File: src/cfg_regs_cfg.svh
// Register offsets, field positions, reset values and power state codes
// Functional notes
// - Style bit 0 lets one instruction carry many successive data bytes.
// - Streaming steps the address after each byte, direction from stepUp bit.
// - Style bit 1 allows exactly one data byte per instruction.
// - Power state 00 keeps the device running normally.
// - Power state 11 powers down, same as the power-down pin high.
// - Read-only four-bit part class in low nibble, upper nibble reserved.
// - Read-only part number, low byte at lower address, high byte next.
// - Read-only byte: grade in upper nibble, revision in lower nibble.
// - Scratch byte stores writes and returns them, with no side effect.
// - Interface revision: type in bits 7:6, version in bits 5:0.
// - Read-only maker code over two bytes, low byte first.
// - Loop length sets bytes streamed before address returns to start.
// - Loop length zero disables looping; address wraps at map ends.
// - Looping spans at most 255 bytes.
// - Step bit 0 decrements address by one, 1 increments by one.
`ifndef CFG_REGS_CFG_SVH
`define CFG_REGS_CFG_SVH
`define OFS_STEP_CFG      8'h00
`define OFS_STYLE_CFG     8'h01
`define OFS_POWER_CFG     8'h02
`define OFS_CLASS         8'h03
`define OFS_PARTNUM_LO    8'h04
`define OFS_PARTNUM_HI    8'h05
`define OFS_GRADE_REV     8'h06
`define OFS_TEST_BYTE     8'h0a
`define OFS_IF_REV        8'h0b
`define OFS_MAKER_LO      8'h0c
`define OFS_MAKER_HI      8'h0d
`define OFS_REPEAT_SPAN   8'h0e
`define ADDR_TOP          8'hff
`define POS_STEP_UP       5
`define POS_STYLE         7
`define RST_POWER_RSVD    6'h3c
`define RST_POWER_CFG     8'hf0
`define RST_BYTE          8'h00
`define PWR_NORMAL        2'h0
`define PWR_DOWN          2'h3
`endif

File: src/cfg_regs_pkg.sv
// Types shared by the configuration register block
package cfg_regs_pkg;
  typedef enum logic [1:0] {PH_INSTR, PH_DATA, PH_IGNORE} phase_t;
  typedef logic [7:0] byte_t;
endpackage

File: src/spi_config_identity_regs.sv
// SPI configuration and identification registers, sampled on the system clock
`timescale 1ns/100ps
`default_nettype none
`include "cfg_regs_cfg.svh"
module spi_config_identity_regs
#(
  parameter logic [3:0]  PART_CLASS   = 4'h1, // Arbitrary value
  parameter logic [15:0] PART_NUMBER  = 16'h1234, // Arbitrary value
  parameter logic [3:0]  GRADE        = 4'h1, // Arbitrary value
  parameter logic [3:0]  REVISION     = 4'h1, // Arbitrary value
  parameter logic [1:0]  IF_TYPE      = 2'h1, // Arbitrary value
  parameter logic [5:0]  IF_VERSION   = 6'h01, // Arbitrary value
  parameter logic [15:0] MAKER_CODE   = 16'hbeef // Arbitrary value
)
(
  // System
  input  wire logic clock,
  input  wire logic resetn,
  // Serial configuration port pins
  input  wire logic csn,
  input  wire logic sclk,
  input  wire logic mosi,
  output var  logic miso,
  output var  logic misoOe,
  // Power control
  input  wire logic powerdown_pin,
  output var  logic powerDown
);
  // Pins from outside the clock domain
  // Select inverted so the reset value matches a deselected pin
  logic csActS;
  logic sclkS;
  logic mosiS;
  sync_two_ff u_sync_cs   (.clock(clock), .resetn(resetn), .din(~csn), .dout(csActS));
  sync_two_ff u_sync_clk  (.clock(clock), .resetn(resetn), .din(sclk), .dout(sclkS));
  sync_two_ff u_sync_data (.clock(clock), .resetn(resetn), .din(mosi), .dout(mosiS));
  logic pdS;
  sync_two_ff u_sync_pd   (.clock(clock), .resetn(resetn), .din(powerdown_pin), .dout(pdS));

  // Register state
  logic        stepUp_r;
  logic        style_r;
  logic [1:0]  powerSel_r;
  logic [7:0]  testByte_r;
  logic [7:0]  repeatSpan_r;

  // Frame state
  cfg_regs_pkg::phase_t phase_r;
  logic        sclkD_r;
  logic [15:0] shift_r;
  logic [4:0]  bitCnt_r;
  logic        isRead_r;
  logic [7:0]  addr_r;
  logic [7:0]  startAddr_r;
  logic [7:0]  loopCnt_r;
  logic [7:0]  outByte_r;

  wire sclkRise = sclkS & ~sclkD_r;
  wire sclkFall = ~sclkS & sclkD_r;
  wire inFrame  = csActS;
  wire [7:0] rxByte = {shift_r[6:0], mosiS};
  wire instrDone = inFrame && sclkRise && phase_r == cfg_regs_pkg::PH_INSTR
                   && bitCnt_r == 5'd15;
  wire dataDone  = inFrame && sclkRise && phase_r == cfg_regs_pkg::PH_DATA
                   && bitCnt_r == 5'd7;
  wire [7:0] instrAddr = rxByte;

  // Read mux; reserved bits read their defaults
  function automatic logic [7:0] readMux(input logic [7:0] a);
    begin
      case (a)
        `OFS_STEP_CFG:    readMux = {2'b00, stepUp_r, 5'b00000};
        `OFS_STYLE_CFG:   readMux = {style_r, 7'h00};
        `OFS_POWER_CFG:   readMux = {`RST_POWER_RSVD, powerSel_r};
        `OFS_CLASS:       readMux = {4'h0, PART_CLASS};
        `OFS_PARTNUM_LO:  readMux = PART_NUMBER[7:0];
        `OFS_PARTNUM_HI:  readMux = PART_NUMBER[15:8];
        `OFS_GRADE_REV:   readMux = {GRADE, REVISION};
        `OFS_TEST_BYTE:   readMux = testByte_r;
        `OFS_IF_REV:      readMux = {IF_TYPE, IF_VERSION};
        `OFS_MAKER_LO:    readMux = MAKER_CODE[7:0];
        `OFS_MAKER_HI:    readMux = MAKER_CODE[15:8];
        `OFS_REPEAT_SPAN: readMux = repeatSpan_r;
        default:          readMux = 8'h00;
      endcase
    end
  endfunction

  // Next address: loop back, else step with wrap at map ends
  logic [7:0] stepAddr;
  logic [7:0] nextAddr;
  logic       loopWrap;
  assign stepAddr = stepUp_r ? 8'(addr_r + 8'h01) : 8'(addr_r - 8'h01);
  assign loopWrap = (repeatSpan_r != 8'h00) && (loopCnt_r == 8'(repeatSpan_r - 8'h01));
  assign nextAddr = loopWrap ? startAddr_r : stepAddr;
  wire [7:0] loopCntNxt = loopWrap ? 8'h00 : 8'(loopCnt_r + 8'h01);

  // Instruction: bit15 read flag, bits 7:0 address, bits 14:8 ignored
  wire instrRead = shift_r[14];

  // Shift and phase control
  always_ff @(posedge clock or negedge resetn)
  begin
    if (!resetn)
    begin
      sclkD_r <= 1'b0;
      phase_r <= cfg_regs_pkg::PH_INSTR;
      shift_r <= 16'h0000;
      bitCnt_r <= 5'd0;
      isRead_r <= 1'b0;
      addr_r <= 8'h00;
      startAddr_r <= 8'h00;
      loopCnt_r <= 8'h00;
    end
    else
    begin
      sclkD_r <= sclkS;
      if (!inFrame)
      begin
        phase_r  <= cfg_regs_pkg::PH_INSTR;
        bitCnt_r <= 5'd0;
      end
      else if (sclkRise)
      begin
        shift_r <= {shift_r[14:0], mosiS};
        case (phase_r)
          cfg_regs_pkg::PH_INSTR:
          begin
            bitCnt_r <= 5'(bitCnt_r + 5'd1);
            if (instrDone)
            begin
              phase_r     <= cfg_regs_pkg::PH_DATA;
              bitCnt_r    <= 5'd0;
              isRead_r    <= instrRead;
              addr_r      <= instrAddr;
              startAddr_r <= instrAddr;
              loopCnt_r   <= 8'h00;
            end
          end
          cfg_regs_pkg::PH_DATA:
          begin
            bitCnt_r <= 5'(bitCnt_r + 5'd1);
            if (dataDone)
            begin
              bitCnt_r <= 5'd0;
              if (style_r)
                phase_r <= cfg_regs_pkg::PH_IGNORE;
              else
              begin
                addr_r    <= nextAddr;
                loopCnt_r <= loopCntNxt;
              end
            end
          end
          default: phase_r <= cfg_regs_pkg::PH_IGNORE;
        endcase
      end
    end
  end

  wire doWrite = dataDone && !isRead_r;

  // Writable fields; writes to read-only or reserved bits are dropped
  always_ff @(posedge clock or negedge resetn)
  begin
    if (!resetn)
    begin
      stepUp_r     <= 1'b0;
      style_r      <= 1'b0;
      powerSel_r   <= `PWR_NORMAL;
      testByte_r   <= `RST_BYTE;
      repeatSpan_r <= `RST_BYTE;
    end
    else if (doWrite)
    begin
      case (addr_r)
        `OFS_STEP_CFG:    stepUp_r     <= rxByte[`POS_STEP_UP];
        `OFS_STYLE_CFG:   style_r      <= rxByte[`POS_STYLE];
        `OFS_POWER_CFG:   powerSel_r   <= rxByte[1:0];
        `OFS_TEST_BYTE:   testByte_r   <= rxByte;
        `OFS_REPEAT_SPAN: repeatSpan_r <= rxByte;
        default:          stepUp_r     <= stepUp_r;
      endcase
    end
  end

  // Read data shifted out MSB first, changed on falling clock
  wire readPhase = inFrame && phase_r == cfg_regs_pkg::PH_DATA && isRead_r;
  always_ff @(posedge clock or negedge resetn)
  begin
    if (!resetn)
    begin
      outByte_r <= 8'h00;
      miso      <= 1'b0;
      misoOe    <= 1'b0;
    end
    else
    begin
      misoOe <= readPhase;
      if (instrDone)
        outByte_r <= readMux(instrAddr);
      else if (dataDone && !style_r)
        outByte_r <= readMux(nextAddr);
      else if (readPhase && sclkFall)
      begin
        miso      <= outByte_r[7];
        outByte_r <= {outByte_r[6:0], 1'b0};
      end
    end
  end

  // Power-down: software 11 or pin high
  always_ff @(posedge clock or negedge resetn)
  begin
    if (!resetn)
      powerDown <= 1'b0;
    else
      powerDown <= pdS | (powerSel_r == `PWR_DOWN);
  end

  a_power_down: assert property (@(posedge clock) disable iff (!resetn)
    (powerSel_r == `PWR_DOWN) |=> powerDown)
    else $error("power state 11 did not power down");
  a_power_normal: assert property (@(posedge clock) disable iff (!resetn)
    (powerSel_r == `PWR_NORMAL && !pdS) |=> !powerDown)
    else $error("normal power state still powered down");
  a_single_byte: assert property (@(posedge clock) disable iff (!resetn)
    (dataDone && style_r) |=> phase_r == cfg_regs_pkg::PH_IGNORE)
    else $error("single byte mode accepted more data");
  a_stream_step: assert property (@(posedge clock) disable iff (!resetn)
    (dataDone && !style_r && !loopWrap && stepUp_r)
      |=> addr_r == 8'($past(addr_r) + 8'h01))
    else $error("ascending step wrong");
  a_stream_down: assert property (@(posedge clock) disable iff (!resetn)
    (dataDone && !style_r && !loopWrap && !stepUp_r)
      |=> addr_r == 8'($past(addr_r) - 8'h01))
    else $error("descending step wrong");
  a_loop_back: assert property (@(posedge clock) disable iff (!resetn)
    (dataDone && !style_r && loopWrap) |=> addr_r == startAddr_r)
    else $error("loop did not return to start");
  a_loop_off: assert property (@(posedge clock) disable iff (!resetn)
    (dataDone && !style_r && repeatSpan_r == 8'h00)
      |=> addr_r == ($past(stepUp_r) ? 8'($past(addr_r) + 8'h01)
                                     : 8'($past(addr_r) - 8'h01)))
    else $error("zero loop length did not keep stepping");
  a_test_store: assert property (@(posedge clock) disable iff (!resetn)
    (doWrite && addr_r == `OFS_TEST_BYTE) |=> testByte_r == $past(rxByte))
    else $error("scratch byte not stored");
endmodule
`default_nettype wire

File: src/sync_two_ff.sv
// Two flip-flop synchroniser for one pin level
`timescale 1ns/100ps
`default_nettype none
module sync_two_ff
(
  // System
  input  wire logic clock,
  input  wire logic resetn,
  // Level
  input  wire logic din,
  output var  logic dout
);
  logic stage1_r;

  always_ff @(posedge clock or negedge resetn)
  begin
    if (!resetn)
    begin
      stage1_r <= 1'b0;
      dout     <= 1'b0;
    end
    else
    begin
      stage1_r <= din;
      dout     <= stage1_r;
    end
  end
endmodule
`default_nettype wire
File: config.mk
export PLATFORM = sky130hd
export DESIGN_NAME = spi_config_identity_regs
export DESIGN_NICKNAME = d
export VERILOG_FILES = /design/src/cfg_regs_pkg.sv /design/src/spi_config_identity_regs.sv /design/src/sync_two_ff.sv
export VERILOG_INCLUDE_DIRS = /design/src
export SDC_FILE = /design/constraint.sdc
export NUM_CORES = 1
export LEC_CHECK = 0
export BUFFER_PORTS_ARGS = -buffer_cell sky130_fd_sc_hd__buf_2
export CELL_PAD_IN_SITES_DETAIL_PLACEMENT = 0
export CELL_PAD_IN_SITES_GLOBAL_PLACEMENT = 2
export CORE_MARGIN = 1
export CORE_UTILIZATION = 40
export CTS_CLUSTER_SIZE = 25
export DETAILED_ROUTE_END_ITERATION = 6
export PLACE_DENSITY = 0.77
export SYNTH_ARGS = -nofsm -noshare
export SYNTH_HDL_FRONTEND = slang
export SYNTH_SLANG_ARGS = --single-unit
File: constraint.sdc
create_clock -name clock -period 3.4 [get_ports clock]
set_clock_uncertainty 0.1 [all_clocks]
set_input_delay 0.68 -clock clock [delete_from_list [all_inputs] [get_ports clock]]
set_output_delay 0.68 -clock clock [all_outputs]
set_load 0.03 [all_outputs]
Yosys cells after proc, flatten, opt, wreduce, memory -nomap -nowiden
Cells that the tools add are included.
{"block": "totals", "output_inout_bits": 3, "wordCells": 135, "regBits": 87}
{"block": "classes", "bitwise_logic": 8, "n_reduce_logical": 31, "n_eq_ne": 39, "n_addsub": 5, "n_mux": 27}
{"operator": "$pmux 8 s12", "count": 2}
{"operator": "$eq 8x4->1 const B", "count": 12}
{"operator": "$mux 8", "count": 12}
{"operator": "$eq 8x3->1 const B", "count": 6}
{"operator": "$eq 8x2->1 const B", "count": 5}
{"operator": "$pmux 8 s2", "count": 2}
{"operator": "$eq 8x1->1 const B", "count": 3}
{"operator": "$logic_not 8->1", "count": 3}
{"operator": "$mux 5", "count": 4}
{"operator": "$add 8x1->8 const B", "count": 2}
{"operator": "$sub 8x1->8 const B", "count": 2}
{"operator": "$reduce_and 2->1", "count": 7}
{"operator": "$ne 3x3->1 const B", "count": 4}
{"operator": "$logic_and 1x1->1", "count": 11}
{"operator": "$mux 2", "count": 5}
{"operator": "$pmux 5 s2", "count": 1}
{"operator": "$eq 8x8->1", "count": 1}
{"operator": "$ne 2x2->1 const B", "count": 4}
{"operator": "$reduce_and 4->1", "count": 2}
{"operator": "$reduce_bool 8->1", "count": 1}
{"operator": "$reduce_and 6->1", "count": 1}
{"operator": "$add 5x1->5 const B", "count": 1}
{"operator": "$eq 5x3->1 const B", "count": 1}
{"operator": "$eq 5x4->1 const B", "count": 1}
{"operator": "other kinds (11)", "count": 17}

Longest topological paths before layout
{"block": "depth", "ltp_word": 9, "depth_mapped": 15, "ltp_nobuf": 11}

Modules after synthesis
From an unflattened synthesis, not the netlist that was laid out.
{"block": "hier_totals", "hier_cells": 588, "area_unflattened_um2": 5335.1}
{"module": "spi_config_identity_regs", "seq_area_each_um2": 1976.9, "cells_per_inst": 580, "n_inst": 1, "area_each_um2": 5134.9}
{"module": "sync_two_ff", "seq_area_each_um2": 50.0, "cells_per_inst": 2, "n_inst": 4, "area_each_um2": 50.0}

Worst setup path after synthesis
No wires, ideal clock.
{"block": "synth_path", "path_kind": "register -> register", "startpoint": "register addr_r[0]", "endpoint": "register outByte_r[7]", "slack_ps": 412, "path_buffers": 1, "arrival_time_ps": 2824, "stages_incl_launch_ff": 13, "setup_time_ps": 65, "required_ps": 3235, "path_cell_list": "dfrtp_1 > clkbuf_1 > inv_1 > ha_1 > or4b_4 > o21a_1 > o311a_1 > a211oi_1 > o21ai_1 > mux2i_1 > o31ai_4 > a41oi_1 > o22a_1"}
{"block": "synth_via", "elab_chain_cells": 7, "word_cells_on_any_way": 19, "classes_between": "add/sub (2); eq/ne (11); mux (5); reduce/logical (1)"}
{"element": "start: declaration", "line": "spi_config_identity_regs.sv:53", "source": "logic [7:0] addr_r;"}
{"element": "start signal: assignment", "line": "spi_config_identity_regs.sv:135", "source": "addr_r <= instrAddr;"}
{"element": "start signal: assignment", "line": "spi_config_identity_regs.sv:150", "source": "addr_r <= nextAddr;"}
{"element": "$sub 8x1->8 / $add 8x1->8 (equally long branches)", "line": "spi_config_identity_regs.sv:93", "source": "assign stepAddr = stepUp_r ? 8'(addr_r + 8'h01) : 8'(addr_r - 8'h01);"}
{"element": "$mux 8 *", "line": "spi_config_identity_regs.sv:93"}
{"element": "$mux 8 *", "line": "spi_config_identity_regs.sv:95", "source": "assign nextAddr = loopWrap ? startAddr_r : stepAddr;"}
{"element": "$eq 8x4->1 (tied with other cells)", "line": "spi_config_identity_regs.sv:71", "source": "case (a)"}
{"element": "$pmux 8 s12 *", "line": "spi_config_identity_regs.sv:71"}
{"element": "$mux 8 *", "line": "spi_config_identity_regs.sv:202", "source": "else if (dataDone && !style_r)"}
{"element": "$mux 8 *", "line": "spi_config_identity_regs.sv:200", "source": "if (instrDone)"}
{"element": "end signal: assignment", "line": "spi_config_identity_regs.sv:201", "source": "outByte_r <= readMux(instrAddr);"}
{"element": "end signal: assignment", "line": "spi_config_identity_regs.sv:203", "source": "outByte_r <= readMux(nextAddr);"}
{"element": "end signal: assignment", "line": "spi_config_identity_regs.sv:207", "source": "outByte_r <= {outByte_r[6:0], 1'b0};"}
{"element": "end: declaration", "line": "spi_config_identity_regs.sv:56", "source": "logic [7:0] outByte_r;"}
Mark *: on every way between the ends. The rest lies on a longest branch, timed or not.
A chain may end at the register's enable or synchronous reset.

Final worst setup path
{"block": "layout_path", "startpoint": "register addr_r[1]", "endpoint": "register outByte_r[3]"}
Same word-level chain as after synthesis.

==> results.md <==
- Yosys cell types: 76
- Via density per instance: 5.70
- DP HPWL: 10300 um
- Number of warnings issued by yosys: 0
- P per Cell Area: 413 mW/mm^2
- Path class of the lowest-slack min-delay path: in -> async
- Required arrival time at the worst endpoint: 3.59 ns
- CTS tree: yes
- Actual transition at the worst max-transition pin: 0.653 ns
- Number of nets still failing antenna checks after routing: 0
- Critical Path Start Type: flop
- Area of the mapped netlist: 0.00526 mm^2
- Count of pins over their slew limit: 0
- Layout filler cell count: 1282
- Clock share of power: 45.1%
- Post-synthesis sequential element count: 87
- Gate count after technology mapping: 585
- DRC violation total after the first TritonRoute iteration: 341
- Logic pwr share: 7.7%
- Leakage power: 2.63 nW
- Final clock period utilization by the worst path: 93.5%
- Cell-internal power: 1.78 mW
- Switching power as a share of total power: 26.1%
- MaxCap Viol Count: 0
- Capturing element type of the critical path: flop
- RD Place Congestion: 0.883
- Residual overflow from global routing: 0
- Power spent charging and discharging nets: 0.627 mW
- Status: complete, no violations
- Non-filler cells, final: 763
- Fmax: 0.315 GHz
- Relative slew margins: 56.3%
- Deepest clock path buffer count: 2
- Sequential fraction of the synthesis area: 41.4%
- Min Clock Period, post-route: 3.18 ns
- Critical Path AT: 3.37 ns
- Y dimension of the die: 117 um
- Initial Util: 41.3%
- Master cell of the clock root buffer: sky130_fd_sc_hd__clkbuf_16
- Count of final setup violators: 0
- Clock-pin slew on the worst setup and hold paths: 0.07 ns
- Final routed wirelength across all metal layers: 14300 um
- Main flop type after synthesis: sky130_fd_sc_hd__dfrtp_1
- Relative contribution of sequential cells to total power: 47.2%
- Area of placed instances: 0.00548 mm^2
- Worst setup path category: reg -> reg
- Total GRT Usage: 23.1%
- Clock buffer count from CTS: 9
- Total negative slack: 0 ns
- Number of iterations in the first detailed-routing pass: 5
- Via count of the first global-routing pass: 4052
- Post-layout net count: 601
- Residual DRC count: 0
- Number of failing hold endpoints at the final stage: 0
- H-tree levels: 3
- Cell at the slowest stage of the critical path: sky130_fd_sc_hd__or4b_4
- Synthesized net count: 600
- Number of enable-type register cells in the synthesized netlist: 0
- Layout cell share with drive strength beyond 1: 14.6%
- Number of placed instances, taps included: 747
- Total via count in the routed design: 4350
- Share of flip-flops with an asynchronous set or reset: 100%
- Area growth from synthesis to layout: 10.7%
- Crit-path cells: inv_1, ha_1, or4b_4, o21a_1, o311a_1, a211oi_2, nand2_1, o31ai_4, nand2_1, a31oi_1, o22a_1
- Die width: 117 um
- Final setup slack of the worst path: 0.223 ns
- First-pass GRT wire length: 23100 um
- Cell row count: 41
- Clock tree sinks: 87
- Area of the die: 0.0136 mm^2
- Worst-path maximum fanout: 7
- RSZ-0062 raised after global routing: false
- Maximum vdd drop: 0.290 mV
- Area of all placed cells without fillers: 0.00582 mm^2
- Clk Latency, worst-skew pair: 0.35 ns
- I/O Pins: 9
- Average instance area after synthesis: 8.99 um^2
- Number of antenna violations at the first check in global routing: 0
- Peak per-stage delay on the critical path: 0.48 ns
- Maximum number of pins on one net before global-route repair: 46
- Detailed-route wire length per cell: 18.8 um
- Core box area: 0.0127 mm^2
- CP most frequent cell: sky130_fd_sc_hd__nand2_1
- Placement Setup Slack: 0.212 ns
- I/O Buffers: 8
- Antenna diodes: 0
-- registers in the layout, indices dropped and copies added, names as in the netlist, 2 cells and up --
signal	flops
addr_r	8
bitCnt_r	5
loopCnt_r	8
outByte_r	8
phase_r	2
powerSel_r	2
repeatSpan_r	8
shift_r	15
startAddr_r	8
testByte_r	8
-- per-layer routing --
layer	GRT usage (%)	vias up	routed length (um)
li1	-	2102	-
met1	33.9	2107	6900
met2	34.6	125	6420
met3	3.58	16	783
met4	7.85	0	233
met5	0	-	0
-- placed cells by master (no fill, tap or decap), drive strengths merged, types with 4 or more instances in the layout --
cell / instances
nand2b: 7
nand3: 16
nand2: 96
mux2: 24
nor3: 9
a21oi: 21
o21a: 5
ha: 9
nand4: 11
dfrtp: 87
and3: 13
a21boi: 6
a21o: 6
nor2: 27
clkbuf: 10
nor2b: 8
or4: 4
mux2i: 9
o21ai: 67
xnor2: 9
inv: 19
xor2: 7
buf: 28
o211ai: 4
and2: 6
a211oi: 9
o31ai: 8
a31oi: 7
-- final timing paths --
kind | startpoint | slack [ns] | depth (start not counted) | endpoint
worst max-delay path | addr_r[1] | 0.22 | 11 | outByte_r[3]
worst min-delay path | resetn | 0.21 | 1 | addr_r[5]
worst max register to register | addr_r[1] | 0.22 | 11 | outByte_r[3]
worst min register to register | u_sync_cs.stage1_r | 0.25 | 0 | u_sync_cs.dout
max in group asynchronous | resetn | 2.33 | 2 | testByte_r[6]
min in group clock | u_sync_cs.stage1_r | 0.25 | 0 | u_sync_cs.dout
-- per-stage QoR --
step | util, % | power [mW] | hold WS [ns]
global route | 45.8 | 2.51 | 0.264
detailed placement | 43.1 | 1.34 | 0.235
floorplan | - | 1.24 | 0.231
global placement | 43.1 | 1.34 | 0.233
finish | 45.8 | 2.41 | 0.215
CTS | 45.6 | 2.44 | 0.239
-- cell type report --
class                           instances  area (um^2)  area share, %
Timing Repair Buffer                   28          205           3.52
Multi-Input combinational cell        441         2830           48.6
Clock inverter                          6         92.6           1.59
Clock buffer                           10          229           3.93
Sequential cell                        87         2180           37.4
Inverter                               19         71.3           1.23
Tap cell                              172          215           3.70
-- Yosys cell counts (all sizes together) (11+ instances only) --
cell type  number  area [um^2]
nor2           27          101
mux2           24          270
inv            18         67.6
nand3          16         80.1
dfrtp          87         2180
clkbuf         27          101
a21oi          21          109
o21ai          67          343
buf            11         95.1
and3           13         81.3
nand2          96          363
nand4          11         68.8
-- logic make-up after synthesis --
logic type      Yosys count  share of synthesized area (%)
simple gates            220                           21.0
flops                    87                           41.4
xor+xnor                 16                           2.66
fa+ha+maj                 9                           2.14
mux                      33                           6.85
compound gates          163                           20.9
buf+inv                  57                           5.09
-- power by group through the flow --
| stage | Sequential, mW | Combinational [mW] | Clock (mW) |
|---|---|---|---|
| floorplan | 1.11 | 0.127 | 0 |
| global placement | 1.16 | 0.184 | 0 |
| detailed placement | 1.16 | 0.185 | 0 |
| CTS | 1.14 | 0.185 | 1.11 |
| global route | 1.14 | 0.208 | 1.16 |
| finish | 1.14 | 0.184 | 1.09 |
-- worst max-delay path, delay by kind of cell, from the launching register on --
| family | cells | cell delay (ns) |
|---|---|---|
| compound gates | 6 | 1.52 |
| fa+ha+maj | 1 | 0.17 |
| buf+inv | 1 | 0.13 |
| flops | 1 | 0.45 |
| simple gates | 3 | 0.77 |
-- what timing repair did --
item / in CTS / in global routing
buffers inserted: 0 / 0
endpoints found under the setup margin: 0 / 2
resized for setup: 0 / 2
hold buffers: 0 / 0
No activity file was read; power rests on OpenSTA's default activity.
